<file path="src/core/charger_defs.svh">
// Offsets, reset values and timing figures of the charger controller
`ifndef CHARGER_DEFS_SVH
`define CHARGER_DEFS_SVH
`define CLK_PERIOD_NS 8
`define CLK_KHZ 125000
`define REG_CTRL 4'h0
`define REG_TIMER 4'h4
`define REG_DUTY 4'h8
`define REG_STATUS 4'hC
`define CTRL_EN_BIT 0
`define CTRL_CODE_LSB 8
`define CTRL_RESET 32'h0000_8001
`define TIMER_RESET 8'h5A
`define DUTY_RESET 7'h00
`define T_TICK_US 100
`define TICK_CYCLES_DEF (`T_TICK_US * 1000 / `CLK_PERIOD_NS)
`define T_PRECHG_MIN 30
`define PRECHG_TICKS_DEF (`T_PRECHG_MIN * 60 * 1000 * 1000 / `T_TICK_US)
`define MIN_TICKS_DEF (60 * 1000 * 1000 / `T_TICK_US)
`define T_CE_DELAY_MS 1500
`define CE_TICKS_DEF (`T_CE_DELAY_MS * 1000 / `T_TICK_US)
`define T_DEGLITCH_MS 25
`define DEGLITCH_TICKS (`T_DEGLITCH_MS * 1000 / `T_TICK_US)
`define T_SS_STEP_US 1600
`define SS_STEP_TICKS (`T_SS_STEP_US / `T_TICK_US)
`define SS_STEPS 4'h8
`define PRECHG_DIV 10
`define T_BREAK_NS 10000
`define BREAK_CYCLES ((`T_BREAK_NS + `CLK_PERIOD_NS - 1) / `CLK_PERIOD_NS)
`define PWM_FREQ_KHZ 1600
`define PWM_PERIOD (`CLK_KHZ / `PWM_FREQ_KHZ)
`define DUTY_MAX_PCT 97
`define PWM_ON_MAX (`PWM_PERIOD * `DUTY_MAX_PCT / 100)
`endif

</file>
<file path="src/core/charger_pkg.sv">
// Types shared by the charger controller
package charger_pkg;
  typedef enum logic [2:0] {
    CHG_IDLE, CHG_PRE, CHG_FAST, CHG_DONE, CHG_FAULT
  } chg_state_t;
  typedef enum logic [1:0] {PP_BAT, PP_BREAK, PP_AC, PP_REMOVE} pp_state_t;
  typedef struct packed {
    logic lockout;            // Supply below undervoltage lockout
    logic supply_gt_sense;    // Supply above battery sense node
    logic sense_gt_supply;    // Battery sense node above supply
    logic supply_gt_sense_300; // Supply above sense node plus 300 mV
    logic insense_lt_sense_200; // Input sense below sense node plus 200 mV
    logic sys_near_sense;     // System node close to battery sense node
    logic qual_high;          // Adapter qualify input above 1.6 V
    logic qual_low;           // Adapter qualify input below 0.5 V
    logic bat_low;            // Battery below low threshold
    logic bat_below_rechg;    // Battery below recharge threshold
    logic cset_above_120;     // Charge current set input above 120 mV
    logic cset_below_40;      // Charge current set input below 40 mV
    logic ldo_ok;             // Both regulators in range
    logic thermal_shutdown;   // Die over temperature
    logic temp_fault;         // Battery temperature out of range
    logic ichg_below_term;    // Charge current below termination level
    logic volt_reg;           // Voltage regulation phase active
    logic tcap_gnd;           // Timer capacitor pin tied to ground
    logic tcap_ref;           // Timer capacitor pin tied to reference
  } sense_flags_t;
  typedef struct packed {
    logic charging;
    logic done;
  } stat_t;
endpackage : charger_pkg

</file>
<file path="src/core/charger_ctrl.sv">
// Charger sequencing, safety timers, power-path selector and register slave
// Contract
// RQ1: Low battery at power-up starts precharge
// RQ2: Precharge over 30 minutes turns charger off, fault
// RQ3: Precharge setpoint is tenth of fast setpoint
// RQ4: Terminate in regulation above recharge, low current
// RQ5: Phase changes need 25 ms persistence
// RQ6: Timer pin ground kills termination and timer
// RQ7: Recharge, power-on or set-input toggle restarts cycle
// RQ8: Sleep follows supply versus sense comparison
// RQ9: Sleep turns reference off, status high impedance
// RQ10: Lockout disables everything
// RQ11: Qualify input outside window stops charge, switches
// RQ12: Charge only when every qualification holds
// RQ13: Any listed fault stops ongoing charge
// RQ14: Battery switch on at power-up and sleep
// RQ15: Changeover needs 300 mV, 10 us both off
// RQ16: Adapter switch on only when qualified, 300 mV
// RQ17: Battery switch on when supplied, input near battery
// RQ18: Removal: adapter off, battery on when system low
// RQ19: Fixed 1.6 MHz switching, at most 97 % on
// RQ20: Fast charge ramps setpoint in eight steps
// RQ21: Flags synchronous; timers from divided clock (the break counter and the gate drive counter count clock cycles)
// RQ22: Lockout returns state machine idle, clears timers
//
// The Avalon-MM interface to the registers and the placing of the registers are this design's own decisions.
`timescale 1ns/100ps
`include "charger_defs.svh"
module charger_ctrl #(
  parameter int unsigned TICK_CYCLES = `TICK_CYCLES_DEF,
  parameter int unsigned PRECHG_TICKS = `PRECHG_TICKS_DEF,
  parameter int unsigned MIN_TICKS = `MIN_TICKS_DEF,
  parameter int unsigned CE_TICKS = `CE_TICKS_DEF
) (
  input wire logic clk_in, // 125 MHz clock
  input wire logic reset_in, // Synchronous reset, active high
  input wire charger_pkg::sense_flags_t flags_in, // Comparator flags
  input wire logic [3:0] avs_address_in, // Byte address
  input wire logic avs_read_in, // Read request
  input wire logic avs_write_in, // Write request
  input wire logic [3:0] avs_byteenable_in, // Byte lanes
  input wire logic [31:0] avs_writedata_in, // Write data
  output logic [31:0] avs_readdata_out, // Read data
  output logic avs_waitrequest_out, // Stall, low marks the answer
  output logic [7:0] setpoint_out, // Charge current setpoint code
  output logic pwm_out, // High-side gate drive
  output logic adapter_switch_out, // Adapter switch gate on
  output logic battery_switch_out, // Battery switch gate on
  output charger_pkg::stat_t stat_out, // Status pin levels
  output logic stat_oe_n_out, // Status pins driven when low
  output logic vref_en_out // Reference output enable
);
  import charger_pkg::*;
  function automatic logic [7:0] pre_set(input logic [7:0] code);
    pre_set = code / 8'(`PRECHG_DIV);
  endfunction : pre_set

  function automatic logic [7:0] ramp_set(input logic [7:0] code,
                                          input logic [3:0] step);
    logic [11:0] prod;
    prod = 12'(code) * 12'(step);
    ramp_set = prod[10:3];
  endfunction : ramp_set

  sense_flags_t f;
  chg_state_t state_q, last_q;
  pp_state_t pp_q;
  logic [31:0] ctrl_q, tick_cnt_q, ce_cnt_q, phase_cnt_q, fast_lim;
  logic [7:0] timer_min_q;
  logic [6:0] duty_q, pwm_cnt_q, on_lim;
  logic [15:0] dg_cnt_q;
  logic [10:0] brk_cnt_q;
  logic [7:0] ss_cnt_q;
  logic [3:0] ss_step_q;
  logic tick_q, ce_done_q, sleep_q, wait_q, seen_low_q;
  logic qualified, charge_ok, stop, entering, dg_done, restart;
  logic pre_expire, fast_expire, term;

  assign f = flags_in; // RQ21
  assign qualified = !f.qual_high && !f.qual_low;
  assign entering = state_q != last_q;
  assign fast_lim = 32'(timer_min_q) * MIN_TICKS;
  assign dg_done = dg_cnt_q == 16'(`DEGLITCH_TICKS) && !entering;
  assign pre_expire = phase_cnt_q >= PRECHG_TICKS;
  assign fast_expire = !f.tcap_gnd && !f.tcap_ref && // RQ6
                       phase_cnt_q >= fast_lim;
  assign term = f.volt_reg && !f.bat_below_rechg && // RQ4
                f.ichg_below_term && !f.tcap_gnd; // RQ6
  assign charge_ok = f.cset_above_120 && !f.lockout && !sleep_q && // RQ12
                     qualified && ce_done_q && f.ldo_ok &&
                     !f.thermal_shutdown && !f.temp_fault &&
                     adapter_switch_out && ctrl_q[`CTRL_EN_BIT];
  assign stop = f.cset_below_40 || f.lockout || sleep_q || // RQ13
                !qualified || !f.ldo_ok || f.thermal_shutdown ||
                f.temp_fault || !adapter_switch_out ||
                !ctrl_q[`CTRL_EN_BIT];
  assign restart = seen_low_q && f.cset_above_120; // RQ7
  assign on_lim = (duty_q > 7'(`PWM_ON_MAX)) ? 7'(`PWM_ON_MAX) : duty_q;

  // Timebase tick shared by every timer except the changeover break counter and the gate drive counter, which count clock cycles
  always_ff @(posedge clk_in) begin // RQ21
    if (reset_in || tick_cnt_q >= TICK_CYCLES - 1) begin
      tick_cnt_q <= 32'h0000_0000;
    end else begin
      tick_cnt_q <= tick_cnt_q + 32'h0000_0001;
    end
    tick_q <= !reset_in && tick_cnt_q >= TICK_CYCLES - 1;
  end

  // Power-up delay runs once per lockout release
  always_ff @(posedge clk_in) begin
    if (reset_in || f.lockout) begin // RQ10
      ce_cnt_q <= 32'h0000_0000;
      ce_done_q <= 1'b0;
    end else if (tick_q && !ce_done_q) begin
      ce_cnt_q <= ce_cnt_q + 32'h0000_0001;
      ce_done_q <= ce_cnt_q + 32'h0000_0001 >= CE_TICKS;
    end
  end

  // Comparator has no dead band; both flags low keeps the last mode
  always_ff @(posedge clk_in) begin
    if (reset_in || f.lockout) begin
      sleep_q <= 1'b1;
    end else if (f.sense_gt_supply) begin // RQ8
      sleep_q <= 1'b1;
    end else if (f.supply_gt_sense) begin // RQ8
      sleep_q <= 1'b0;
    end
  end

  // Set input must dip below 40 mV before a rise re-arms a cycle
  always_ff @(posedge clk_in) begin
    if (reset_in || f.cset_above_120) begin
      seen_low_q <= 1'b0;
    end else if (f.cset_below_40) begin
      seen_low_q <= 1'b1;
    end
  end

  always_ff @(posedge clk_in) begin
    if (reset_in || f.lockout) begin
      state_q <= CHG_IDLE; // RQ22
    end else begin
      unique case (state_q)
        CHG_IDLE: if (charge_ok) begin
          state_q <= f.bat_low ? CHG_PRE : CHG_FAST; // RQ1
        end
        CHG_PRE: begin
          if (stop) begin
            state_q <= CHG_IDLE; // RQ13
          end else if (pre_expire) begin
            state_q <= CHG_FAULT; // RQ2
          end else if (dg_done) begin
            state_q <= CHG_FAST; // RQ5
          end
        end
        CHG_FAST: begin
          if (stop) begin
            state_q <= CHG_IDLE; // RQ13
          end else if (fast_expire) begin
            state_q <= CHG_FAULT;
          end else if (dg_done) begin
            state_q <= CHG_PRE; // RQ5
          end else if (term) begin
            state_q <= CHG_DONE; // RQ4
          end
        end
        CHG_DONE: if (f.bat_below_rechg || restart) begin
          state_q <= CHG_IDLE; // RQ7
        end
        CHG_FAULT: if (restart) begin
          state_q <= CHG_IDLE; // RQ7
        end
      endcase
    end
  end

  always_ff @(posedge clk_in) begin
    last_q <= reset_in ? CHG_IDLE : state_q;
  end

  // Phase timer; a ground-tied timer pin holds it cleared in fast charge
  always_ff @(posedge clk_in) begin
    if (reset_in || f.lockout || entering || // RQ22
        (state_q != CHG_PRE && state_q != CHG_FAST) ||
        (state_q == CHG_FAST && f.tcap_gnd)) begin // RQ6
      phase_cnt_q <= 32'h0000_0000;
    end else if (tick_q) begin
      phase_cnt_q <= phase_cnt_q + 32'h0000_0001;
    end
  end

  always_ff @(posedge clk_in) begin
    if (reset_in || f.lockout || entering ||
        !((state_q == CHG_PRE && !f.bat_low) ||
          (state_q == CHG_FAST && f.bat_low))) begin
      dg_cnt_q <= 16'h0000;
    end else if (tick_q && !dg_done) begin // RQ5
      dg_cnt_q <= dg_cnt_q + 16'h0001;
    end
  end

  always_ff @(posedge clk_in) begin
    if (reset_in || state_q != CHG_FAST || entering) begin
      ss_step_q <= 4'h1; // RQ20
      ss_cnt_q <= 8'h00;
    end else if (tick_q && ss_step_q != `SS_STEPS) begin
      if (ss_cnt_q == 8'(`SS_STEP_TICKS - 1)) begin
        ss_cnt_q <= 8'h00;
        ss_step_q <= ss_step_q + 4'h1; // RQ20
      end else begin
        ss_cnt_q <= ss_cnt_q + 8'h01;
      end
    end
  end

  always_ff @(posedge clk_in) begin
    if (reset_in) begin
      setpoint_out <= 8'h00;
    end else if (state_q == CHG_PRE) begin
      setpoint_out <= pre_set(ctrl_q[`CTRL_CODE_LSB +: 8]); // RQ3
    end else if (state_q == CHG_FAST) begin
      setpoint_out <= ramp_set(ctrl_q[`CTRL_CODE_LSB +: 8], ss_step_q);
    end else begin
      setpoint_out <= 8'h00;
    end
  end

  // Fixed-period gate drive; on-time capped, duty words beyond the cap are clamped to it
  always_ff @(posedge clk_in) begin
    if (reset_in || pwm_cnt_q == 7'(`PWM_PERIOD - 1)) begin // RQ19
      pwm_cnt_q <= 7'h00;
    end else begin
      pwm_cnt_q <= pwm_cnt_q + 7'h01;
    end
    pwm_out <= !reset_in && (state_q == CHG_PRE || state_q == CHG_FAST) &&
               pwm_cnt_q < on_lim; // RQ19
  end

  always_ff @(posedge clk_in) begin
    if (reset_in || f.lockout) begin
      pp_q <= PP_BAT;
      brk_cnt_q <= 11'h000;
    end else begin
      unique case (pp_q)
        PP_BAT: if (!sleep_q && f.supply_gt_sense_300 && qualified) begin
          pp_q <= PP_BREAK; // RQ15
          brk_cnt_q <= 11'h000;
        end
        PP_BREAK: begin
          if (!qualified || !f.supply_gt_sense_300 || sleep_q) begin
            pp_q <= PP_REMOVE;
          end else if (brk_cnt_q == 11'(`BREAK_CYCLES - 1)) begin
            pp_q <= PP_AC; // RQ15
          end else begin
            brk_cnt_q <= brk_cnt_q + 11'h001;
          end
        end
        PP_AC: if (!qualified || !f.supply_gt_sense_300 || sleep_q) begin
          pp_q <= PP_REMOVE; // RQ11 RQ16 RQ18
        end
        PP_REMOVE: if (f.sys_near_sense) begin
          pp_q <= PP_BAT; // RQ18
        end
      endcase
    end
  end

  // Switch gates lag the selector by one cycle; both are off in BREAK
  always_ff @(posedge clk_in) begin
    if (reset_in) begin
      adapter_switch_out <= 1'b0;
      battery_switch_out <= 1'b0;
    end else begin
      adapter_switch_out <= pp_q == PP_AC && qualified && // RQ16
                            f.supply_gt_sense_300 && !f.lockout;
      battery_switch_out <= pp_q == PP_BAT && !f.lockout && // RQ14 RQ17
                            f.insense_lt_sense_200;
    end
  end

  always_ff @(posedge clk_in) begin
    if (reset_in) begin
      stat_out <= '0;
      stat_oe_n_out <= 1'b1;
      vref_en_out <= 1'b0;
    end else begin
      stat_out.charging <= state_q == CHG_PRE || state_q == CHG_FAST ||
                           state_q == CHG_FAULT;
      stat_out.done <= state_q == CHG_DONE || state_q == CHG_FAULT; // RQ2
      stat_oe_n_out <= sleep_q || f.lockout; // RQ9
      vref_en_out <= !sleep_q && !f.lockout; // RQ9
    end
  end

  // Register slave: one wait cycle, answer on the second edge
  always_ff @(posedge clk_in) begin
    if (reset_in) begin
      avs_waitrequest_out <= 1'b1;
      avs_readdata_out <= 32'h0000_0000;
    end else begin
      avs_waitrequest_out <= !((avs_read_in || avs_write_in) &&
                               avs_waitrequest_out);
      if (avs_read_in && avs_waitrequest_out) begin
        unique case (avs_address_in)
          `REG_CTRL: avs_readdata_out <= ctrl_q;
          `REG_TIMER: avs_readdata_out <= {24'h00_0000, timer_min_q};
          `REG_DUTY: avs_readdata_out <= {25'h000_0000, duty_q};
          `REG_STATUS: avs_readdata_out <= {8'h00, setpoint_out,
              5'h00, battery_switch_out, adapter_switch_out, sleep_q,
              1'b0, pp_q, 2'h0, state_q};
          default: avs_readdata_out <= 32'h0000_0000;
        endcase
      end
    end
  end

  always_ff @(posedge clk_in) begin
    if (reset_in) begin
      ctrl_q <= `CTRL_RESET;
      timer_min_q <= `TIMER_RESET;
      duty_q <= `DUTY_RESET;
    end else if (avs_write_in && !avs_waitrequest_out) begin
      if (avs_address_in == `REG_CTRL) begin
        for (int b = 0; b < 2; b++) begin
          if (avs_byteenable_in[b]) begin
            ctrl_q[8*b +: 8] <= avs_writedata_in[8*b +: 8];
          end
        end
      end
      if (avs_address_in == `REG_TIMER && avs_byteenable_in[0]) begin
        timer_min_q <= avs_writedata_in[7:0];
      end
      if (avs_address_in == `REG_DUTY && avs_byteenable_in[0]) begin
        duty_q <= avs_writedata_in[6:0];
      end
    end
  end

  property p_lockout_idle;
    @(posedge clk_in) disable iff (reset_in)
      f.lockout |=> state_q == CHG_IDLE && phase_cnt_q == 32'h0000_0000;
  endproperty
  a_lockout_idle: assert property (p_lockout_idle) // RQ22
    else $error("lockout did not idle the charger");
  property p_pre_level;
    @(posedge clk_in) disable iff (reset_in)
      state_q == CHG_PRE && $past(state_q) == CHG_PRE |=>
        setpoint_out == $past(ctrl_q[`CTRL_CODE_LSB +: 8]) / 8'(`PRECHG_DIV);
  endproperty
  a_pre_level: assert property (p_pre_level) // RQ3
    else $error("precharge setpoint wrong");
  property p_break;
    @(posedge clk_in) disable iff (reset_in)
      $rose(adapter_switch_out) |->
        $past(pp_q, 2) == PP_BREAK && !battery_switch_out;
  endproperty
  a_break: assert property (p_break) // RQ15
    else $error("adapter switch on without break");
  property p_ac_qual;
    @(posedge clk_in) disable iff (reset_in)
      (f.qual_high || f.qual_low) |=> !adapter_switch_out;
  endproperty
  a_ac_qual: assert property (p_ac_qual) // RQ11
    else $error("adapter switch on outside window");
  property p_sleep_pins;
    @(posedge clk_in) disable iff (reset_in)
      sleep_q |=> stat_oe_n_out && !vref_en_out;
  endproperty
  a_sleep_pins: assert property (p_sleep_pins) // RQ9
    else $error("sleep pins wrong");
  property p_pwm_cap;
    @(posedge clk_in) disable iff (reset_in)
      pwm_cnt_q >= 7'(`PWM_ON_MAX) |=> !pwm_out;
  endproperty
  a_pwm_cap: assert property (p_pwm_cap) // RQ19
    else $error("duty above limit");
  property p_stop;
    @(posedge clk_in) disable iff (reset_in)
      (state_q == CHG_PRE || state_q == CHG_FAST) && stop |=>
        state_q == CHG_IDLE;
  endproperty
  a_stop: assert property (p_stop) // RQ13
    else $error("charge not stopped");
  property p_pre_timeout;
    @(posedge clk_in) disable iff (reset_in)
      state_q == CHG_PRE && !stop && pre_expire |=>
        state_q == CHG_FAULT ##1 stat_out.done;
  endproperty
  a_pre_timeout: assert property (p_pre_timeout) // RQ2
    else $error("precharge timeout missed");
  property p_tcap_gnd;
    @(posedge clk_in) disable iff (reset_in)
      state_q == CHG_FAST && f.tcap_gnd |=>
        phase_cnt_q == 32'h0000_0000 && state_q != CHG_DONE;
  endproperty
  a_tcap_gnd: assert property (p_tcap_gnd) // RQ6
    else $error("timer not held by grounded pin");
endmodule : charger_ctrl

</file>
<file path="config.mk">
export PLATFORM = sky130hd
export DESIGN_NAME = charger_ctrl
export DESIGN_NICKNAME = d
export VERILOG_FILES = /design/src/core/charger_pkg.sv /design/src/core/charger_ctrl.sv
export VERILOG_INCLUDE_DIRS = /design/src /design/src/core
export SDC_FILE = /design/constraint.sdc
export NUM_CORES = 1
export LEC_CHECK = 0
export BUFFER_PORTS_ARGS = -buffer_cell sky130_fd_sc_hd__buf_2
export CORE_UTILIZATION = 45
export DETAILED_ROUTE_END_ITERATION = 16
export GPL_TIMING_DRIVEN = 0
export SLEW_MARGIN = 10
export SYNTH_ARGS = -nofsm -noshare
export SYNTH_HDL_FRONTEND = slang
export SYNTH_SLANG_ARGS = --single-unit
</file>
<file path="constraint.sdc">
create_clock -name clk_in -period 14.72 [get_ports clk_in]
set_input_delay 0.736 -clock clk_in [delete_from_list [all_inputs] [get_ports clk_in]]
set_output_delay 0.736 -clock clk_in [all_outputs]
set_load 0.02 [all_outputs]
</file>
# After elaboration in Yosys (flattened, before gate mapping)
# Index checks and enable logic that the tools add are counted.
dict set report totals {
  reg_bits 233
  in_bits 63
  out_inout_bits 48
  word_cells 204
}
dict set report op_classes {
  add_sub_neg 8
  mul 2
  div_mod_pow 1
  magnitude_cmp 6
  n_eq_ne 29
  n_mux 27
  reduce_logical 102
}
# operator count
set op_table {}
lappend op_table {{$add 32x1->32 const B} 3}
lappend op_table {{$pmux 24 s4} 1}
lappend op_table {{$ge 32x14->1 const B} 2}
lappend op_table {{$logic_and 1x1->1} 40}
lappend op_table {{$mux 11} 3}
lappend op_table {{$ge 32x25->1 const B} 1}
lappend op_table {{$ge 32x28->1} 1}
lappend op_table {{$mux 3} 10}
lappend op_table {{$logic_or 1x1->1} 27}
lappend op_table {{$mux 8} 3}
lappend op_table {{$logic_not 1->1} 22}
lappend op_table {{$mul 8x14->22 const B} 1}
lappend op_table {{$pmux 11 s2} 1}
lappend op_table {{$add 16x1->16 const B} 1}
lappend op_table {{$eq 16x8->1 const B} 1}
lappend op_table {{$ne 2x2->1 const B} 8}
lappend op_table {{$pmux 3 s5} 1}
lappend op_table {{$mux 2} 6}
lappend op_table {{$add 11x1->11 const B} 1}
lappend op_table {{$eq 11x11->1 const B} 1}
lappend op_table {{$mul 8x4->11} 1}
lappend op_table {{$add 8x1->8 const B} 1}
lappend op_table {{$div 8x4->8 const B} 1}
lappend op_table {{$eq 4x4->1 const B} 2}
lappend op_table {{29 further kinds} 36}

# Depth between registers and ports, before layout
dict set report logic_depth {
  depth_word 12
  mapped_depth 27
  mapped_depth_nobuf 27
}

# Least setup slack after synthesis
# OpenSTA, ideal clock, no wires.
dict set report synth_timing {
  path_type {reg2reg}
  startpoint {register timer_min_q[5]}
  endpoint {register state_q[2]}
  setup_time_ps 70
  t_arrival_ps 6155
  t_required_ps 14650
  path_slack_ps 8495
  stages_incl_launch_ff 25
  n_path_buf 0
  synth_period_minus_slack_ps 6225
  path_cell_list {dfxtp_1 -> inv_1 -> fa_1 -> xor2_1 -> ha_1 -> fa_1 -> fa_1 -> ha_1 -> or3_1 -> nand2b_1 -> o211a_1 -> o21a_1 -> a211o_1 -> a21o_1 -> a21oi_1 -> xor2_1 -> ha_1 -> and4_1 -> nor4bb_1 -> o41ai_1 -> o22ai_1 -> a31o_2 -> o21ai_2 -> or3_1 -> a21oi_1}
}
dict set report synth_via {
  elab_chain_len 6
  word_cells_on_any_way 8
  classes_between {mul: 1; order compare: 1; eq/ne: 1; mux: 3; reduce/logical: 2}
}
# element line
set synth_rtl {}
lappend synth_rtl {{start: declaration} charger_ctrl.sv:69} ;# logic [7:0] timer_min_q;
lappend synth_rtl {{start signal: assignment} charger_ctrl.sv:322} ;# timer_min_q <= `TIMER_RESET;
lappend synth_rtl {{start signal: assignment} charger_ctrl.sv:333} ;# timer_min_q <= avs_writedata_in[7:0];
lappend synth_rtl {{$mul 8x14->22 *} charger_ctrl.sv:82} ;# assign fast_lim = 32'(timer_min_q) * MIN_TICKS;
lappend synth_rtl {{$ge 32x28->1 *} charger_ctrl.sv:86} ;# phase_cnt_q >= fast_lim;
lappend synth_rtl {{$logic_and 1x1->1 *} charger_ctrl.sv:85} ;# assign fast_expire = !f.tcap_gnd && !f.tcap_ref &&
lappend synth_rtl {{$mux 3} charger_ctrl.sv:161} ;# end else if (fast_expire) begin
lappend synth_rtl {{$mux 3} charger_ctrl.sv:159} ;# if (stop) begin
lappend synth_rtl {{$pmux 3 s5} charger_ctrl.sv:145} ;# unique case (state_q)
lappend synth_rtl {{end signal: assignment} charger_ctrl.sv:147} ;# state_q <= f.bat_low ? CHG_PRE : CHG_FAST;
lappend synth_rtl {{end: declaration} charger_ctrl.sv:66} ;# chg_state_t state_q, last_q;
# Every way passes the cells marked *; elsewhere a longest branch is shown, timed or not.
# A chain may end at the register's enable or synchronous reset.

# Worst setup path in the final report
# Same ends and word-level chain as after synthesis.

==> impl_metrics.sql <==
INSERT INTO impl_metrics (metric_group, metric, value, unit) VALUES
('outcome', 'run_status', 'finished, final reports clean', ''),
('die', 'ios', '111', ''),
('critical_path', 'worstSetupStartpoint', 'timer_min_q[5]', ''),
('finish', 'diode_count', '0', ''),
('timing', 'worst_slack', '7.74', 'ns'),
('grt', 'grt_use_total', '0.203', ''),
('timing', 'timing.final.setup_violations', '0', ''),
('synth', 'synth_seq_area_share', '0.341', ''),
('finish', 'design_area', '15200', 'µm²'),
('drt', 'detail_route.wirelength', '30600', 'µm'),
('timing', 'tightest_slew', '0.997', 'ns'),
('synth', 'complex_gate_fraction_of_the_synthesized_area', '0.117', ''),
('drt', 'detail_route.vias_per_cell', '5.23', ''),
('placed_design', 'place_hpwl', '22900', 'µm'),
('placed_design', 'place_area', '14200', 'µm²'),
('synth', 'synth_adder_area_share', '0.157', ''),
('finish', 'filler_cell_count', '2821', ''),
('synth', 'synthMuxAreaShare', '0.0265', ''),
('critical_path', 'timing.rr.start', 'timer_min_q[5]', ''),
('min_path', 'min-delay-start', 'flags_in[8]', ''),
('clock_tree', 'worstSkewPairLatency', '0.54', 'ns'),
('drt', 'drc', '0', ''),
('placed_design', 'placement.io_buffers', '83', ''),
('die', 'dieArea', '30100', 'µm²'),
('timing', 'post-route-min-period', '6.98', 'ns'),
('synth', 'synthDistinctLibCells', '63', ''),
('synth', 'ys_warn_count', '0', ''),
('timing', 'clock_skew', '0.00955', 'ns'),
('die', 'die-width', '173', 'µm'),
('placed_design', 'place_inst', '2070', ''),
('clock_tree', 'clock_sink_count', '225', ''),
('grt', 'gr-total-overflow', '0', ''),
('die', 'initial_utilization', '0.460', ''),
('drt', 'drt-pass1-iter-count', '5', ''),
('synth', 'netlist_area_pre_place', '13200', 'µm²'),
('timing', 'max_slew_headroom_at_the_worst_pin', '0.328', ''),
('clock_tree', 'tritoncts', 'yes', ''),
('synth', 'synth_enable_flop_cells', '0', ''),
('clock_tree', 'tritoncts.num_buffers', '27', ''),
('finish', 'finish.utilization', '0.528', ''),
('clock_tree', 'root_buffer', 'clkbuf_16', ''),
('clock_tree', 'cts_post_setup_buffers_inserted', '0', ''),
('timing', 'fin_tns_setup', '0', 'ns'),
('timing', 'rsz0062_at_grt', 'false', ''),
('critical_path', 'crit_required', '15.18', 'ns'),
('grt', 'pin_count_of_the_biggest_net_entering_global_routing', '14', ''),
('clock_tree', 'post_cts.resized_instances', '0', ''),
('finish', 'design.final.nets', '1924', ''),
('critical_path', 'path_max_fanout', '7', ''),
('finish', 'syn_to_final_growth', '14.8', '%'),
('synth', 'syn_avg_cell_area', '8.39', 'µm²'),
('timing', 'timing_max_transition_violations_final', '0', ''),
('finish', 'mostFrequentLayoutCells', '225 x dfxtp_1, 207 x nor2_1, 133 x nand2_1', ''),
('timing', 'holdWs', '0.395', 'ns'),
('pwr', 'power.ir.vdd_worst', '0.0974', 'mV'),
('critical_path', 'timing.critical_path.from_type', 'flip-flop', ''),
('die', 'dieHeight', '173', 'µm'),
('clock_tree', 'htree_num_levels', '1', ''),
('timing', 'fmax', '143', 'MHz'),
('timing', 'final-hold-violation-count', '0', ''),
('finish', 'final_common_cell', 'dfxtp_1', ''),
('placed_design', 'dpl_worst_slack', '7.72', 'ns'),
('synth', 'syn-instance-count', '1577', ''),
('critical_path', 'path_class', 'reg -> reg', ''),
('synth', 'ys_ff_latch', '225', ''),
('clock_tree', 'clock_tree.buffer_depth', '3', ''),
('drt', 'vias', '11075', ''),
('grt', 'grt_pass1_vias', '10365', ''),
('timing', 'final_min_period_over_clock_period', '0.474', ''),
('finish', 'layoutNonFillerInstCount', '2119', ''),
('synth', 'yosys_most_used_dff', 'dfxtp_1', '');
-- flip-flops by register name, indices dropped and copies added, names as in the netlist, 2 cells and up --
name	flops
avs_readdata_out	24
brk_cnt_q	11
ce_cnt_q	32
ctrl_q	16
dg_cnt_q	16
duty_q	7
last_q	3
phase_cnt_q	32
pp_q	2
pwm_cnt_q	7
setpoint_out	8
ss_cnt_q	8
ss_step_q	4
stat_out	2
state_q	3
tick_cnt_q	32
timer_min_q	8
-- area by class of cell --
class	count	area [µm²]	share of cell area
plain buffers	64	274	0.0180
clock buffers	38	787	0.0518
clock inverters	11	159	0.0105
inverters	104	390	0.0257
multi-input cells	1209	8160	0.538
flip-flops and latches	225	4500	0.297
well taps	384	480	0.0316
repair buffers	84	423	0.0279
-- synthesized netlist by cell type (all sizes together) (4+ instances only) --
library cell / instances / area, µm²
dfxtp: 225 / 4500
nor2: 207 / 777
nand2: 133 / 499
ha: 116 / 1450
inv: 103 / 387
a21oi: 98 / 490
xor2: 70 / 613
nand3: 66 / 330
o21ai: 64 / 324
xnor2: 56 / 490
clkbuf: 51 / 193
mux2i: 35 / 350
or3: 34 / 213
and3: 31 / 194
fa: 30 / 601
nand4: 23 / 144
nor3: 23 / 115
a22oi: 19 / 143
and4: 16 / 140
nand2b: 15 / 93.8
and2: 13 / 81.3
buf: 13 / 81.3
nor2b: 13 / 81.3
nor4: 13 / 81.3
o211ai: 11 / 82.6
o22ai: 8 / 50.1
a21o: 7 / 52.6
o21a: 7 / 52.6
or2: 7 / 43.8
or4: 6 / 45.0
nor3b: 5 / 37.5
o21bai: 5 / 37.5
o31ai: 5 / 37.5
a211oi: 4 / 30.0
a31oi: 4 / 25.0
o41ai: 4 / 35.0
-- worst max-delay path, stage by stage (launching register included) --
cell and delay [ns]:
dfxtp_1 0.52, inv_1 0.11, fa_1 0.67, xor2_1 0.23, ha_1 0.28, fa_1 0.51, fa_1 0.50, ha_1 0.25
or3_1 0.41, nand2b_1 0.17, o211a_1 0.22, o21a_1 0.20, a211o_1 0.28, a21o_1 0.18, a21oi_1 0.17, xor2_1 0.10
ha_1 0.31, and4_1 0.23, nor4bb_1 0.40, o41ai_1 0.15, o22ai_1 0.14, a31o_2 0.22, o21ai_2 0.12, or3_1 0.36
a21oi_1 0.14
-- power by group --
part	switching, mW	internal (mW)
combinational	0.0416	0.0238
sequential	0.00326	0.614
clock	0.260	0.440
total	0.305	1.08
-- metal layers --
metal	track usage	share of wire	up-vias
met1	0.289	0.50	5151
met4	0.0435	0.016	2
met2	0.324	0.44	213
met5	0	0.00056	-
li1	-	-	5676
met3	0.0305	0.047	33
-- logic make-up (layout without fill, tap and decap cells) --
group / count (synthesis) / count (layout)
buffers and inverters: 168 / 301
DFF: 225 / 225
adders and majority gates: 148 / 148
muxes: 35 / 35
AOI/OAI and AO/OA: 257 / 257
other: 1 / 26
and+or+nand+nor: 617 / 617
xor gates and xnor gates: 126 / 126
-- final timing paths --
path	cells past startpoint	endpoint	slack (ns)
worst max-delay path	24	state_q[2]	7.74
worst min-delay path	2	seen_low_q	0.40
worst max register to register	24	state_q[2]	7.74
worst min register to register	2	avs_readdata_out[22]	0.45
No activity file was read; power rests on OpenSTA's default activity.
